===== config.mk =====
export PLATFORM = sky130hd
export DESIGN_NAME = scaling_accumulator
export DESIGN_NICKNAME = d
export VERILOG_FILES = /design/src/hdl/scaling_accumulator_pkg.sv /design/src/hdl/scaling_accumulator.sv
export VERILOG_INCLUDE_DIRS = /design/src /design/src/hdl
export SDC_FILE = /design/constraint.sdc
export NUM_CORES = 1
export LEC_CHECK = 0
export BUFFER_PORTS_ARGS = -buffer_cell sky130_fd_sc_hd__buf_2
export CORE_AREA = 2 2 98 100
export DETAILED_ROUTE_END_ITERATION = 16
export DIE_AREA = 0 0 100 102
export PLACE_DENSITY = 0.58
export SKIP_LAST_GASP = 1
export SYNTH_ARGS = -nofsm -noshare
export SYNTH_HDL_FRONTEND = slang
export SYNTH_SLANG_ARGS = --single-unit

===== constraint.sdc =====
create_clock -name sys_clk -period 3.1 [get_ports sys_clk]
set_input_delay 0.31 -clock sys_clk [delete_from_list [all_inputs] [get_ports sys_clk]]
set_output_delay 0.31 -clock sys_clk [all_outputs]
set_load 0.01 [all_outputs]

===== src/hdl/scaling_accumulator_regs.svh =====
// Purpose: register offsets, fields, reset values and limits of the
//          scaling accumulator.
// Assumes: byte addresses on a 32-bit Avalon-MM slave.
// Notes:   definitions only.
`ifndef SCALING_ACCUMULATOR_REGS_SVH
`define SCALING_ACCUMULATOR_REGS_SVH

// byte offsets of the register words
`define CTRL_OFFSET       4'h0
`define STATUS_OFFSET     4'h4
`define RESULT_OFFSET     4'h8
`define CONFIG_OFFSET     4'hC

// control word fields
`define CTRL_RUN_BIT      0
`define CTRL_CLEAR_BIT    1
`define CTRL_RESET        2'h1

// status word fields
`define STATUS_OVF_BIT    0
`define STATUS_RUN_BIT    1

// config word fields (read only)
`define CONFIG_SHIFT_LSB  0
`define CONFIG_SUB_BIT    4
`define CONFIG_SAT_BIT    5
`define CONFIG_RELOAD_BIT 6
`define CONFIG_RST_BIT    7

// limits of the build options
`define MAX_FB_SHIFT      8
`define MAX_EXTRA_MSB     54

`endif


===== src/hdl/scaling_accumulator_pkg.sv =====
// Purpose: types shared by the scaling accumulator and its bench.
// Assumes: Avalon-MM with waitrequest, 32-bit data.
// Notes:   the request travels as one packed struct.
package scaling_accumulator_pkg;

  // one Avalon-MM request from the master
  typedef struct packed {
    logic [3:0]  address;
    logic        read;
    logic        write;
    logic [31:0] writedata;
    logic [3:0]  byteenable;
  } avmm_req_t;

  // bus answer sequencer, one-hot
  typedef enum logic [1:0] {
    BUS_IDLE   = 2'b01,
    BUS_ANSWER = 2'b10
  } bus_state_t;

endpackage


===== src/hdl/scaling_accumulator.sv =====
// Purpose: fixed-point scaling accumulator with a small register slave.
// Assumes: all inputs but resetn synchronous to sys_clk; ce freezes every flop.
// Notes:   result q is registered; one cycle from b to q.
//
// The address map and register access over Avalon-MM were left to the implementer.
`timescale 1ns/10ps
`include "scaling_accumulator_regs.svh"

module scaling_accumulator #(
  parameter int DATA_W        = 16, // sample and result width
  parameter int FRAC_W        = 8,  // binary point, carried through untouched
  parameter bit SIGNED_DATA   = 1,  // two's complement samples
  parameter bit SUBTRACT      = 0,  // subtractor-based accumulator
  parameter int FB_SHIFT      = 0,  // feedback factor is 2**-FB_SHIFT
  parameter bit HAS_RST       = 1,  // synchronous reset port in use
  parameter bit REINIT_FROM_B = 0,  // reset reloads from b
  parameter bit SATURATE      = 0,  // saturate (zero on unsigned add overflow), else wrap
  parameter int EXTRA_MSB     = 0   // internal bits above the input top bit
) (
  input  wire logic                              sys_clk,         // system clock
  input  wire logic                              resetn,          // async reset, low
  input  wire logic                              ce,              // clock enable
  input  wire logic                              rst,             // sync reset
  input  wire logic                              en,              // step enable
  input  wire logic [DATA_W-1:0]                 b,               // input sample
  output logic      [DATA_W-1:0]                 q,               // result
  output logic                                   q_ovf,           // last step overflowed
  input  wire scaling_accumulator_pkg::avmm_req_t avs_req,        // bus request
  output logic      [31:0]                       avs_readdata,    // bus read data
  output logic                                   avs_waitrequest  // bus stall
);
  import scaling_accumulator_pkg::*;

  // internal widths
  localparam int ACC_W = DATA_W + EXTRA_MSB;
  localparam int SUM_W = ACC_W + 1;
  localparam int RD_W  = (DATA_W < 32) ? DATA_W : 32;

  // reload exists only behind a reset port
  localparam bit RELOAD = HAS_RST && REINIT_FROM_B;

  // sign or zero extend a sample to the sum width
  function automatic logic [SUM_W-1:0] widen_in(
    input logic [DATA_W-1:0] v
  );
    logic [SUM_W-1:0] r;
    r = {SUM_W{1'b0}};
    for (int i = 0; i < SUM_W; i++) begin
      if (i < DATA_W) begin
        r[i] = v[i];
      end else begin
        r[i] = SIGNED_DATA ? v[DATA_W-1] : 1'b0;
      end
    end
    widen_in = r;
  endfunction

  // scaled feedback: shift right, keeping the sign for signed data
  function automatic logic [SUM_W-1:0] scale_fb(
    input logic [ACC_W-1:0] v
  );
    logic [SUM_W-1:0] r;
    logic             fill;
    r    = {SUM_W{1'b0}};
    fill = SIGNED_DATA ? v[ACC_W-1] : 1'b0;
    for (int i = 0; i < SUM_W; i++) begin
      if (i + FB_SHIFT < ACC_W) begin
        r[i] = v[i + FB_SHIFT];
      end else begin
        r[i] = fill;
      end
    end
    scale_fb = r;
  endfunction

  // largest value a field of the given width can hold, or the smallest when neg is set
  function automatic logic [ACC_W-1:0] top_value(
    input int w,
    input bit neg
  );
    logic [ACC_W-1:0] r;
    r = {ACC_W{1'b0}};
    for (int i = 0; i < ACC_W; i++) begin
      if (SIGNED_DATA) begin
        if (i < w - 1) begin
          r[i] = !neg;
        end else begin
          r[i] = neg;
        end
      end else begin
        r[i] = (i < w) && !neg;
      end
    end
    top_value = r;
  endfunction

  // does v fit in the low w bits of an ACC_W field
  function automatic bit fits(
    input logic [SUM_W-1:0] v,
    input int               w
  );
    bit ok;
    ok = 1'b1;
    for (int i = 0; i < SUM_W; i++) begin
      if (SIGNED_DATA) begin
        if (i >= w - 1 && v[i] != v[SUM_W-1]) begin
          ok = 1'b0;
        end
      end else if (i >= w && v[i]) begin
        ok = 1'b0;
      end
    end
    fits = ok;
  endfunction

  // clip or wrap a value into the low w bits of an ACC_W field
  function automatic logic [ACC_W-1:0] fit_to(
    input logic [SUM_W-1:0] v,
    input int               w
  );
    logic [ACC_W-1:0] r;
    r = v[ACC_W-1:0];
    if (!fits(v, w) && SATURATE) begin
      r = top_value(w, v[SUM_W-1]);
    end else begin
      for (int i = 0; i < ACC_W; i++) begin
        if (i >= w) begin
          r[i] = SIGNED_DATA ? v[w-1] : 1'b0;
        end
      end
    end
    fit_to = r;
  endfunction

  // state
  logic [ACC_W-1:0] acc;
  logic             run;
  logic             sticky_ovf;
  bus_state_t       bus_state;

  // next values
  logic [ACC_W-1:0]  next_acc;
  logic [DATA_W-1:0] next_q;
  logic              next_q_ovf;
  logic              next_run;
  logic              next_sticky;
  bus_state_t        next_bus_state;
  logic [31:0]       next_readdata;
  logic              next_waitrequest;

  // extend the stored word by one bit for the narrowing check
  function automatic logic [SUM_W-1:0] widen_acc(
    input logic [ACC_W-1:0] v
  );
    widen_acc = {SIGNED_DATA ? v[ACC_W-1] : 1'b0, v};
  endfunction

  // datapath terms
  wire logic [SUM_W-1:0] in_wide   = widen_in(b);
  wire logic [SUM_W-1:0] fb_wide   = scale_fb(acc);
  wire logic [SUM_W-1:0] sum_add   = fb_wide + in_wide;
  wire logic [SUM_W-1:0] sum_sub   = fb_wide - in_wide;
  wire logic [SUM_W-1:0] sum       = SUBTRACT ? sum_sub : sum_add;
  wire logic [ACC_W-1:0] sum_fit   = fit_to(sum, ACC_W);
  wire logic             sum_ovf   = !fits(sum, ACC_W);
  wire logic [SUM_W-1:0] fit_wide  = widen_acc(sum_fit);
  wire logic             out_ovf   = !fits(fit_wide, DATA_W);
  wire logic [ACC_W-1:0] load_val  = RELOAD ? in_wide[ACC_W-1:0] : {ACC_W{1'b0}};

  // bus decode
  wire logic       bus_req    = avs_req.read || avs_req.write;
  wire logic       bus_take   = (bus_state == BUS_ANSWER) && avs_req.write;
  wire logic [3:0] word_addr  = {avs_req.address[3:2], 2'b00};
  wire logic       hit_ctrl   = word_addr == `CTRL_OFFSET;
  wire logic       hit_status = word_addr == `STATUS_OFFSET;
  wire logic       hit_result = word_addr == `RESULT_OFFSET;
  wire logic       hit_config = word_addr == `CONFIG_OFFSET;
  wire logic       wr_lane0   = bus_take && avs_req.byteenable[0];
  wire logic       wr_ctrl    = wr_lane0 && hit_ctrl;
  wire logic       wr_status  = wr_lane0 && hit_status;

  // software clear is a pulse, never stored
  wire logic soft_clear = wr_ctrl && avs_req.writedata[`CTRL_CLEAR_BIT];
  wire logic ovf_w1c    = wr_status && avs_req.writedata[`STATUS_OVF_BIT];

  // reset wins over enable; reload only from the rst port
  wire logic hw_clear   = HAS_RST && rst;
  wire logic step       = en && run;

  // accumulator update; holding while disabled keeps the value
  always_comb begin
    if (hw_clear) begin
      next_acc   = load_val;
      next_q_ovf = 1'b0;
    end else if (soft_clear) begin
      next_acc   = {ACC_W{1'b0}};
      next_q_ovf = 1'b0;
    end else if (step) begin
      next_acc   = sum_fit;
      next_q_ovf = sum_ovf || out_ovf;
    end else begin
      next_acc   = acc;
      next_q_ovf = q_ovf;
    end
  end

  // output word: same width, type and binary point as b
  wire logic [ACC_W-1:0] q_fit = fit_to(widen_acc(next_acc), DATA_W);
  assign next_q = q_fit[DATA_W-1:0];

  // a new overflow beats a clear in the same cycle
  assign next_sticky = (step && !hw_clear && !soft_clear && (sum_ovf || out_ovf))
                       || (sticky_ovf && !ovf_w1c);

  assign next_run = wr_ctrl ? avs_req.writedata[`CTRL_RUN_BIT] : run;

  // read mux; unmapped words read zero
  logic [31:0] rd_result;
  logic [31:0] rd_config;
  always_comb begin
    rd_result = 32'h0000_0000;
    rd_result[RD_W-1:0] = q[RD_W-1:0];
    rd_config = 32'h0000_0000;
    rd_config[`CONFIG_SHIFT_LSB +: 4] = 4'(FB_SHIFT);
    rd_config[`CONFIG_SUB_BIT]        = SUBTRACT;
    rd_config[`CONFIG_SAT_BIT]        = SATURATE;
    rd_config[`CONFIG_RELOAD_BIT]     = RELOAD;
    rd_config[`CONFIG_RST_BIT]        = HAS_RST;
  end

  wire logic [31:0] rd_ctrl   = {31'h0000_0000, run};
  wire logic [31:0] rd_status = {30'h0000_0000, run, sticky_ovf};
  wire logic [31:0] rd_word   = hit_ctrl   ? rd_ctrl   :
                                hit_status ? rd_status :
                                hit_result ? rd_result :
                                hit_config ? rd_config : 32'h0000_0000;

  // bus sequencer: one stall cycle, then one answer cycle
  always_comb begin
    next_bus_state   = bus_state;
    next_readdata    = avs_readdata;
    next_waitrequest = avs_waitrequest;
    case (bus_state)
      BUS_IDLE: begin
        if (bus_req) begin
          next_bus_state   = BUS_ANSWER;
          next_readdata    = rd_word;
          next_waitrequest = 1'b0;
        end
      end
      BUS_ANSWER: begin
        next_bus_state   = BUS_IDLE;
        next_waitrequest = 1'b1;
      end
      default: begin
        next_bus_state   = BUS_IDLE;
        next_waitrequest = 1'b1;
      end
    endcase
  end

  // datapath flops; the rst reload waits on ce, the resetn load does not
  always_ff @(posedge sys_clk or negedge resetn) begin
    if (!resetn) begin
      acc   <= {ACC_W{1'b0}};
      q     <= {DATA_W{1'b0}};
      q_ovf <= 1'b0;
    end else if (ce) begin
      acc   <= next_acc;
      q     <= next_q;
      q_ovf <= next_q_ovf;
    end
  end

  // register and bus flops
  always_ff @(posedge sys_clk or negedge resetn) begin
    if (!resetn) begin
      run             <= 1'b1;
      sticky_ovf      <= 1'b0;
      bus_state       <= BUS_IDLE;
      avs_readdata    <= 32'h0000_0000;
      avs_waitrequest <= 1'b1;
    end else if (ce) begin
      run             <= next_run;
      sticky_ovf      <= next_sticky;
      bus_state       <= next_bus_state;
      avs_readdata    <= next_readdata;
      avs_waitrequest <= next_waitrequest;
    end
  end

endmodule


==> reports/metrics.csv, run 1 <==
metric,value,unit
status,"complete, no violations",
yosysUniqueCellTypes,38,
syn_inst,250,
synth_top_family_by_area,simple AND/OR/NAND/NOR gates,
nFillCells,985,
timing.final.crit_share,87.5,%
postCtsHoldBufs,0,
grtUsageMet1,13.2,%
async_reset_ff_share,100,%
post-route-min-period,2.71,ns
gp_congestion,0.804,
synth_compound_area_share,17.3,%
final_cells,423,
startpoint_type,flop,
die_y,102,µm
crit_arrival,2.86,ns
synthSimpleGateAreaFrac,18.0,%
synth_top_area_cell,dfrtp_1,
first_iter_violations,65,
synthToLayoutAreaGrowth,19.7,%
root_buffer,clkbuf_8,
wl,5590,µm
num_antenna_cells,0,
rsz0062_at_grt,no,
cp_max_fo,4,
power_density,413,nW/µm²
fmax,369,MHz
fin_nets,391,
use_met3,2.33,%
leakage,1.49,nW
setup_viol,0,
gr-total-overflow,0,
cts_setup_buffers,0,
tightest_slew,0.946,ns
max-slew-margin-rel,36.8,%
synth_area,2240,µm²
hp-class,in2async,
grt_antenna_before_repair,0,
r2r_start,q[0],
slew_viol_final,0,
synth-edff-count,0,
die-width,100,µm
synthMuxAreaShare,0.950,%
core_area,9110,µm²
synth.avg_cell_area,8.95,µm²
maxCapViolCount,0,
insertion_delay,0.28,ns
final.setup.tns,0,ns
ys_seq_area_share,41.5,%
critPathKind,reg2reg,
vias_per_cell,4.43,
finalClockSkew,0.00289,ns
multi_input_area,1200,µm²
place_ws,0.404,ns
dp_hpwl,4510,µm
synth_top_area_share,39.1,%
numClockSinks,37,
yosys-top-cells-area,"dfrtp_1, nand2_1, ha_1",
num_vias,1872,
holdWs,0.120,ns
cp.required,3.24,ns
grt_pass1_wl,8780,µm
path_clk_slew,0.07,ns
drc,0,
numCtsBuffers,5,
htreeDepth,2,
grtUsageMet2,19.1,%
grt_max_degree,38,
synth_flop_cell,dfrtp_1,
cts.path.max_buffers,2,
die_area,10200,µm²
peakVddDrop,0.000128,V
layout-drive-gt1-share,23.4,%
synth_seq_cells,37,
grtUsageTotal,10.9,%
hold_viol,0,
start_util,24.6,%
io_pins,113,
dp_cells,415,
cts_tree,done,
seqCellArea,928,µm²
cp-startpoint,q[0],
grt_pass1_vias,1828,
endpoint_kind,flop,
fin_ws,0.388,ns
yosys.area_share.xor_xnor,5.09,%
rows,35,
cts_resized,0,
ys_warn_count,0,
wire_per_inst,13.2,µm
grt.busiest_layer,met2,
ant_nets,0,
synthAdderAreaFrac,9.84,%
port-buffer-count,61,
dr.pass1.iters,4,
==> worst max-delay path, cell delays in order (launching register included) <==
cell,delay [ns]
dfrtp_1,0.42
ha_1,0.23
fa_1,0.40
a21o_1,0.21
a221oi_2,0.40
nor4_1,0.12
a211o_1,0.35
o21bai_2,0.16
xnor2_1,0.20
o21ai_1,0.10
==> synthesized netlist by cell type, drive strengths merged, types with 4 or more instances <==
| master | n |
|---|---|
| inv | 4 |
| nand3 | 17 |
| ha | 16 |
| a31oi | 5 |
| clkbuf | 7 |
| nor2 | 8 |
| nand2 | 58 |
| xnor2 | 5 |
| xor2 | 8 |
| dfrtp | 35 |
| buf | 16 |
| o21ai | 24 |
| a21o | 8 |
| a21oi | 10 |
==> cell families (layout without fill, tap and decap cells) <==
group	Yosys count	after routing
flip-flops	37	37
multiplexers	2	2
adder cells (fa/ha/maj)	17	17
buffers and inverters	27	74
AND/OR/NAND/NOR	94	94
AO/OA/AOI/OAI	59	59
XOR/XNOR	13	13
other	1	16
==> per-stage QoR <==
| stage | cell area, µm² | util, % | total power, mW |
|---|---|---|---|
| 3_5_place_dp | 2600 | 28.5 | 0.808 |
| 5_1_grt | 2680 | 29.4 | 1.17 |
| 2_1_floorplan | 2290 | - | 0.726 |
| 6_report | 2680 | 29.4 | 1.11 |
| 4_1_cts | 2680 | 29.4 | 1.12 |
| 3_3_place_gp | 2600 | 28.5 | 0.802 |
==> power breakdown <==
group / leakage (nW) / internal (mW) / switching, mW / total [mW]
sequential: 0.505 / 0.518 / 0.0313 / 0.549
combinational: 0.948 / 0.0950 / 0.153 / 0.248
clock: 0.0395 / 0.160 / 0.150 / 0.310
total: 1.49 / 0.772 / 0.335 / 1.11
==> metal layers <==
| layer | part of all wire [%] | vias up | wire length (µm) |
|---|---|---|---|
| li1 | - | 966 | - |
| met1 | 45 | 861 | 2540 |
| met2 | 49 | 41 | 2710 |
| met3 | 4.9 | 4 | 273 |
| met4 | 1.1 | 0 | 62 |
| met5 | 0 | - | 0 |
==> area by class of cell <==
| class | instances | share of cell area, % |
|---|---|---|
| Timing Repair Buffer | 62 | 11.7 |
| Sequential cell | 37 | 34.6 |
| Inverter | 4 | 0.560 |
| Multi-Input combinational cell | 201 | 45.0 |
| Clock buffer | 8 | 2.99 |
| Tap cell | 111 | 5.18 |
==> flip-flops by register name, summed over array words and instances (netlist names) <==
register / flops
avs_readdata: 16
bus_state: 2
q: 16
q_ovf: 1
run: 1
sticky_ovf: 1
==> cell usage in the layout, fill, tap and decap left out, types with 3 or more instances in the layout <==
cell,count
conb_1,16
nor2_1,8
o21ai_1,3
xnor2_1,5
a21o_1,8
ha_1,16
inv_1,4
a31oi_1,4
o21ai_0,21
clkbuf_8,5
nand3_1,17
nand2_1,58
xor2_1,8
buf_2,61
dfrtp_1,35
clkbuf_1,3
a21oi_1,10
==> path summary, 6_finish.rpt <==
path / cells past startpoint / endpoint / slack (ns)
worst min register to register: 2 / avs_readdata[11] / 0.46
worst max register to register: 9 / sticky_ovf / 0.39
max in group asynchronous: 1 / avs_readdata[15] / 2.48
min in group sys_clk: 2 / run / 0.30
worst min-delay path: 1 / q[2] / 0.12
worst max-delay path: 9 / sticky_ovf / 0.39
Note: power is estimated with default switching activity, not from simulation.
==> run 2: changes to the inputs <==
- CTS_CLUSTER_SIZE: default -> 10
- clock period: 3.1 -> 2.8 ns (I/O delays scaled with it)
==> reports/metrics.csv, run 2 (same netlist as run 1, synthesis figures left out) <==
metric,value,unit
numCtsBuffers,5,
postCtsHoldBufs,0,
max-slew-margin-rel,47.1,%
cts_resized,0,
vias_per_cell,4.46,
leakage,1.50,nW
maxCapViolCount,0,
synthToLayoutAreaGrowth,20.4,%
finalClockSkew,0.00230,ns
port-buffer-count,61,
hp-class,in2async,
wire_per_inst,12.9,µm
first_iter_violations,179,
wl,5470,µm
timing.final.crit_share,92.4,%
cp_max_fo,4,
rows,35,
ant_nets,0,
status,"complete, no violations",
grtUsageTotal,11.2,%
hold_viol,0,
insertion_delay,0.28,ns
wl_met1,2570,µm
path_clk_slew,0.07,ns
setup_viol,0,
reg_top3,"avs_readdata (16), q (16), bus_state (2)",
root_buffer,clkbuf_8,
final_common_cell,buf_2,
fmax,386,MHz
die-width,100,µm
num_vias,1896,
grt_pass1_vias,1832,
tightest_slew,0.794,ns
fin_nets,393,
cts_setup_buffers,0,
gp_congestion,0.827,
grt_max_degree,38,
endpoint_kind,flop,
htreeDepth,2,
peakVddDrop,0.000167,V
die_area,10200,µm²
nFillCells,985,
num_antenna_cells,0,
highest_layer,met4,
holdWs,0.0789,ns
wl_met3,245,µm
rsz0062_at_grt,no,
post-route-min-period,2.59,ns
start_util,24.6,%
dr.pass1.iters,4,
cts_tree,done,
dp_hpwl,4410,µm
io_pins,113,
drc,0,
core_area,9110,µm²
critPathKind,reg2reg,
grt_antenna_before_repair,0,
final_cell_mix,"buf_2, nand2_1, dfrtp_1",
startpoint_type,flop,
slew_viol_final,0,
power_density,459,nW/µm²
wl_met2,2570,µm
crit_arrival,2.74,ns
grt_pass1_wl,9030,µm
final.setup.tns,0,ns
gr-total-overflow,0,
cp.required,2.95,ns
cts.path.max_buffers,2,
numClockSinks,37,
die_y,102,µm
layout-drive-gt1-share,23.9,%
==> run 2: worst paths after layout <==
path                                        from          endpoint  slack (ns)  cells after the start
worst min-delay path                      resetn              q[0]        0.08                      1
worst max register to register              q[0]        sticky_ovf        0.21                      9
worst min register to register  avs_readdata[11]  avs_readdata[11]        0.46                      2
max in group asynchronous                 resetn   avs_readdata[7]        2.22                      1
min in group sys_clk                  avs_req[4]               run        0.26                      2
worst max-delay path                        q[0]        sticky_ovf        0.21                      9
==> run 2: metrics by stage <==
| stage | cell area, µm² | util, % | total power, mW | worst slack (ns) | instances |
|---|---|---|---|---|---|
| final | 2700 | 29.6 | 1.24 | 0.212 | 425 |
| after global routing | 2700 | 29.6 | 1.31 | 0.0438 | 425 |
| after CTS | 2700 | 29.6 | 1.25 | 0.192 | 425 |
| after detailed placement | 2620 | 28.7 | 0.896 | 0.219 | 417 |
| after global placement | 2620 | 28.7 | 0.891 | 0.204 | 417 |
| after floorplan | 2290 | - | 0.804 | 0.353 | 265 |
==> run 2: worst max-delay path: stages, from the launching register on <==
cell and delay [ns]:
dfrtp_1 0.42, ha_1 0.23, fa_1 0.40, a21o_1 0.20
a221oi_2 0.29, nor4_1 0.11, a211o_1 0.34, o21bai_2 0.16
xnor2_1 0.20, o21ai_1 0.09
==> run 2: final cells by class <==
cell class	count	area (µm²)	share of cell area, %
Sequential cell	37	928	34.4
Clock buffer	8	80.1	2.97
Multi-Input combinational cell	201	1200	44.7
Timing Repair Buffer	64	328	12.2
Tap cell	111	139	5.15
Inverter	4	15.0	0.557
==> run 2: metal layers <==
| metal | vias to the layer above | GRT usage [%] |
|---|---|---|
| li1 | 975 | - |
| met1 | 872 | 14.1 |
| met2 | 41 | 19.0 |
| met3 | 8 | 2.33 |
| met4 | 0 | 4.43 |
| met5 | - | 0 |
==> run 2: power by group <==
part           switching [mW]  leakage, nW  internal, mW  total [mW]
logic                   0.168        0.958         0.107       0.276
registers              0.0344        0.505         0.573       0.607
clock network           0.176       0.0395         0.177       0.353
total                   0.379         1.50         0.857        1.24
==> run 3: changes to the inputs <==
- PLACE_DENSITY: 0.58 -> default
- PLACE_DENSITY_LB_ADDON: default -> 0.25
==> reports/metrics.csv, run 3 (same netlist as run 1, synthesis figures left out) <==
metric,value,unit
status,"complete, no violations",
post-route-min-period,2.58,ns
wire_per_inst,13.2,µm
wl_met3,213,µm
grt_pass1_wl,8890,µm
cp_max_fo,4,
maxCapViolCount,0,
io_pins,113,
wl_met2,2730,µm
setup_viol,0,
nFillCells,979,
first_iter_violations,99,
die_area,10200,µm²
leakage,1.51,nW
dr.pass1.iters,4,
rsz0062_at_grt,no,
p_clk_share,28.9,%
grt_pass1_vias,1776,
critPathKind,reg2reg,
path_clk_slew,0.07,ns
port-buffer-count,61,
synthToLayoutAreaGrowth,20.5,%
postCtsHoldBufs,0,
htreeDepth,2,
final_cell_mix,"buf_2, nand2_1, dfrtp_1",
swShare,31.4,%
wl_met1,2600,µm
endpoint_kind,flop,
final.setup.tns,0,ns
drc,0,
p_int,853,µW
fin_ws,0.218,ns
max-slew-margin-rel,42.7,%
gp_congestion,0.847,
r2r_start,q[0],
place_ws,0.200,ns
insertion_delay,0.28,ns
core_area,9110,µm²
holdWs,0.0940,ns
ant_nets,0,
dp_hpwl,4460,µm
startpoint_type,flop,
reg_top3,"avs_readdata (16), q (16), bus_state (2)",
peakVddDrop,0.000189,V
numCtsBuffers,5,
grt_antenna_before_repair,0,
grtUsageTotal,11.2,%
highest_layer,met4,
num_antenna_cells,0,
die_y,102,µm
seqPwrFrac,48.8,%
p_comb_share,22.3,%
cts.path.max_buffers,2,
hp-class,in2async,
start_util,24.6,%
num_vias,1894,
cp.required,2.95,ns
root_buffer,clkbuf_8,
numClockSinks,37,
worst_r2r_endpoint,q[14],
reg2reg_setup_slack,0.22,ns
fin_nets,393,
die-width,100,µm
rows,35,
r2r_cells,9,
hold_viol,0,
slew_viol_final,0,
vias_per_cell,4.46,
cts_setup_buffers,0,
crit_arrival,2.73,ns
tightest_slew,0.859,ns
fmax,387,MHz
cts_tree,done,
final_common_cell,buf_2,
gr-total-overflow,0,
cts_resized,0,
timing.final.crit_share,92.2,%
power.net_switching,390,µW
wl,5630,µm
finalClockSkew,0.00412,ns
power_density,461,nW/µm²
layout-drive-gt1-share,24.5,%
grt_max_degree,38,
run 3: changes by cell type in the layout (fill, tap and decap cells not counted), sizes merged:
cell    delta
clkbuf     -2
clkinv     +2
run 3: worst max path at each step:
stage | from | to | slack [ns] | depth (start not counted)
after floorplan | q[0] | q[14] | 0.35 | 9
after global placement | q[0] | q[14] | 0.20 | 9
after global routing | q[0] | q[14] | 0.07 | 9
after detailed placement | q[0] | sticky_ovf | 0.20 | 9
after CTS | q[0] | q_ovf | 0.17 | 9
final | q[0] | q[14] | 0.22 | 9
run 3: power by group through the flow:
stage                     clock, mW  combinational, mW  sequential [mW]
after floorplan                   0              0.182            0.622
after global placement            0              0.280            0.616
after detailed placement          0              0.280            0.617
after CTS                     0.374              0.281            0.607
after global routing          0.403              0.312            0.612
final                         0.359              0.277            0.606
run 3: cell type report:
| type | count | area, µm² | area share [%] |
|---|---|---|---|
| multi-input cells | 201 | 1200 | 44.7 |
| flip-flops and latches | 37 | 928 | 34.4 |
| repair buffers | 64 | 328 | 12.2 |
| well taps | 111 | 139 | 5.15 |
| clock buffers | 6 | 72.6 | 2.69 |
| inverters | 4 | 15.0 | 0.557 |
| clock inverters | 2 | 10.0 | 0.371 |
run 3: stage by stage:
stage | instances | utilization (%) | power (mW) | cell area (µm²)
4_1_cts | 425 | 29.6 | 1.26 | 2700
6_report | 425 | 29.6 | 1.24 | 2700
3_3_place_gp | 417 | 28.7 | 0.896 | 2620
5_1_grt | 425 | 29.6 | 1.33 | 2700
2_1_floorplan | 265 | - | 0.804 | 2290
3_5_place_dp | 417 | 28.7 | 0.897 | 2620
run 3: layer usage:
metal	GRT usage, %	up-vias
met4	3.79	0
met5	0	-
met2	19.0	41
met1	14.4	874
li1	-	974
met3	2.05	5
run 3: critical path, stage by stage (launching register included):
cell	delay [ns]
dfrtp_1	0.42
ha_1	0.23
fa_1	0.41
a21o_1	0.20
a221oi_2	0.28
nor4_1	0.11
a211o_1	0.35
a31oi_1	0.21
xor2_1	0.17
o21ai_1	0.07
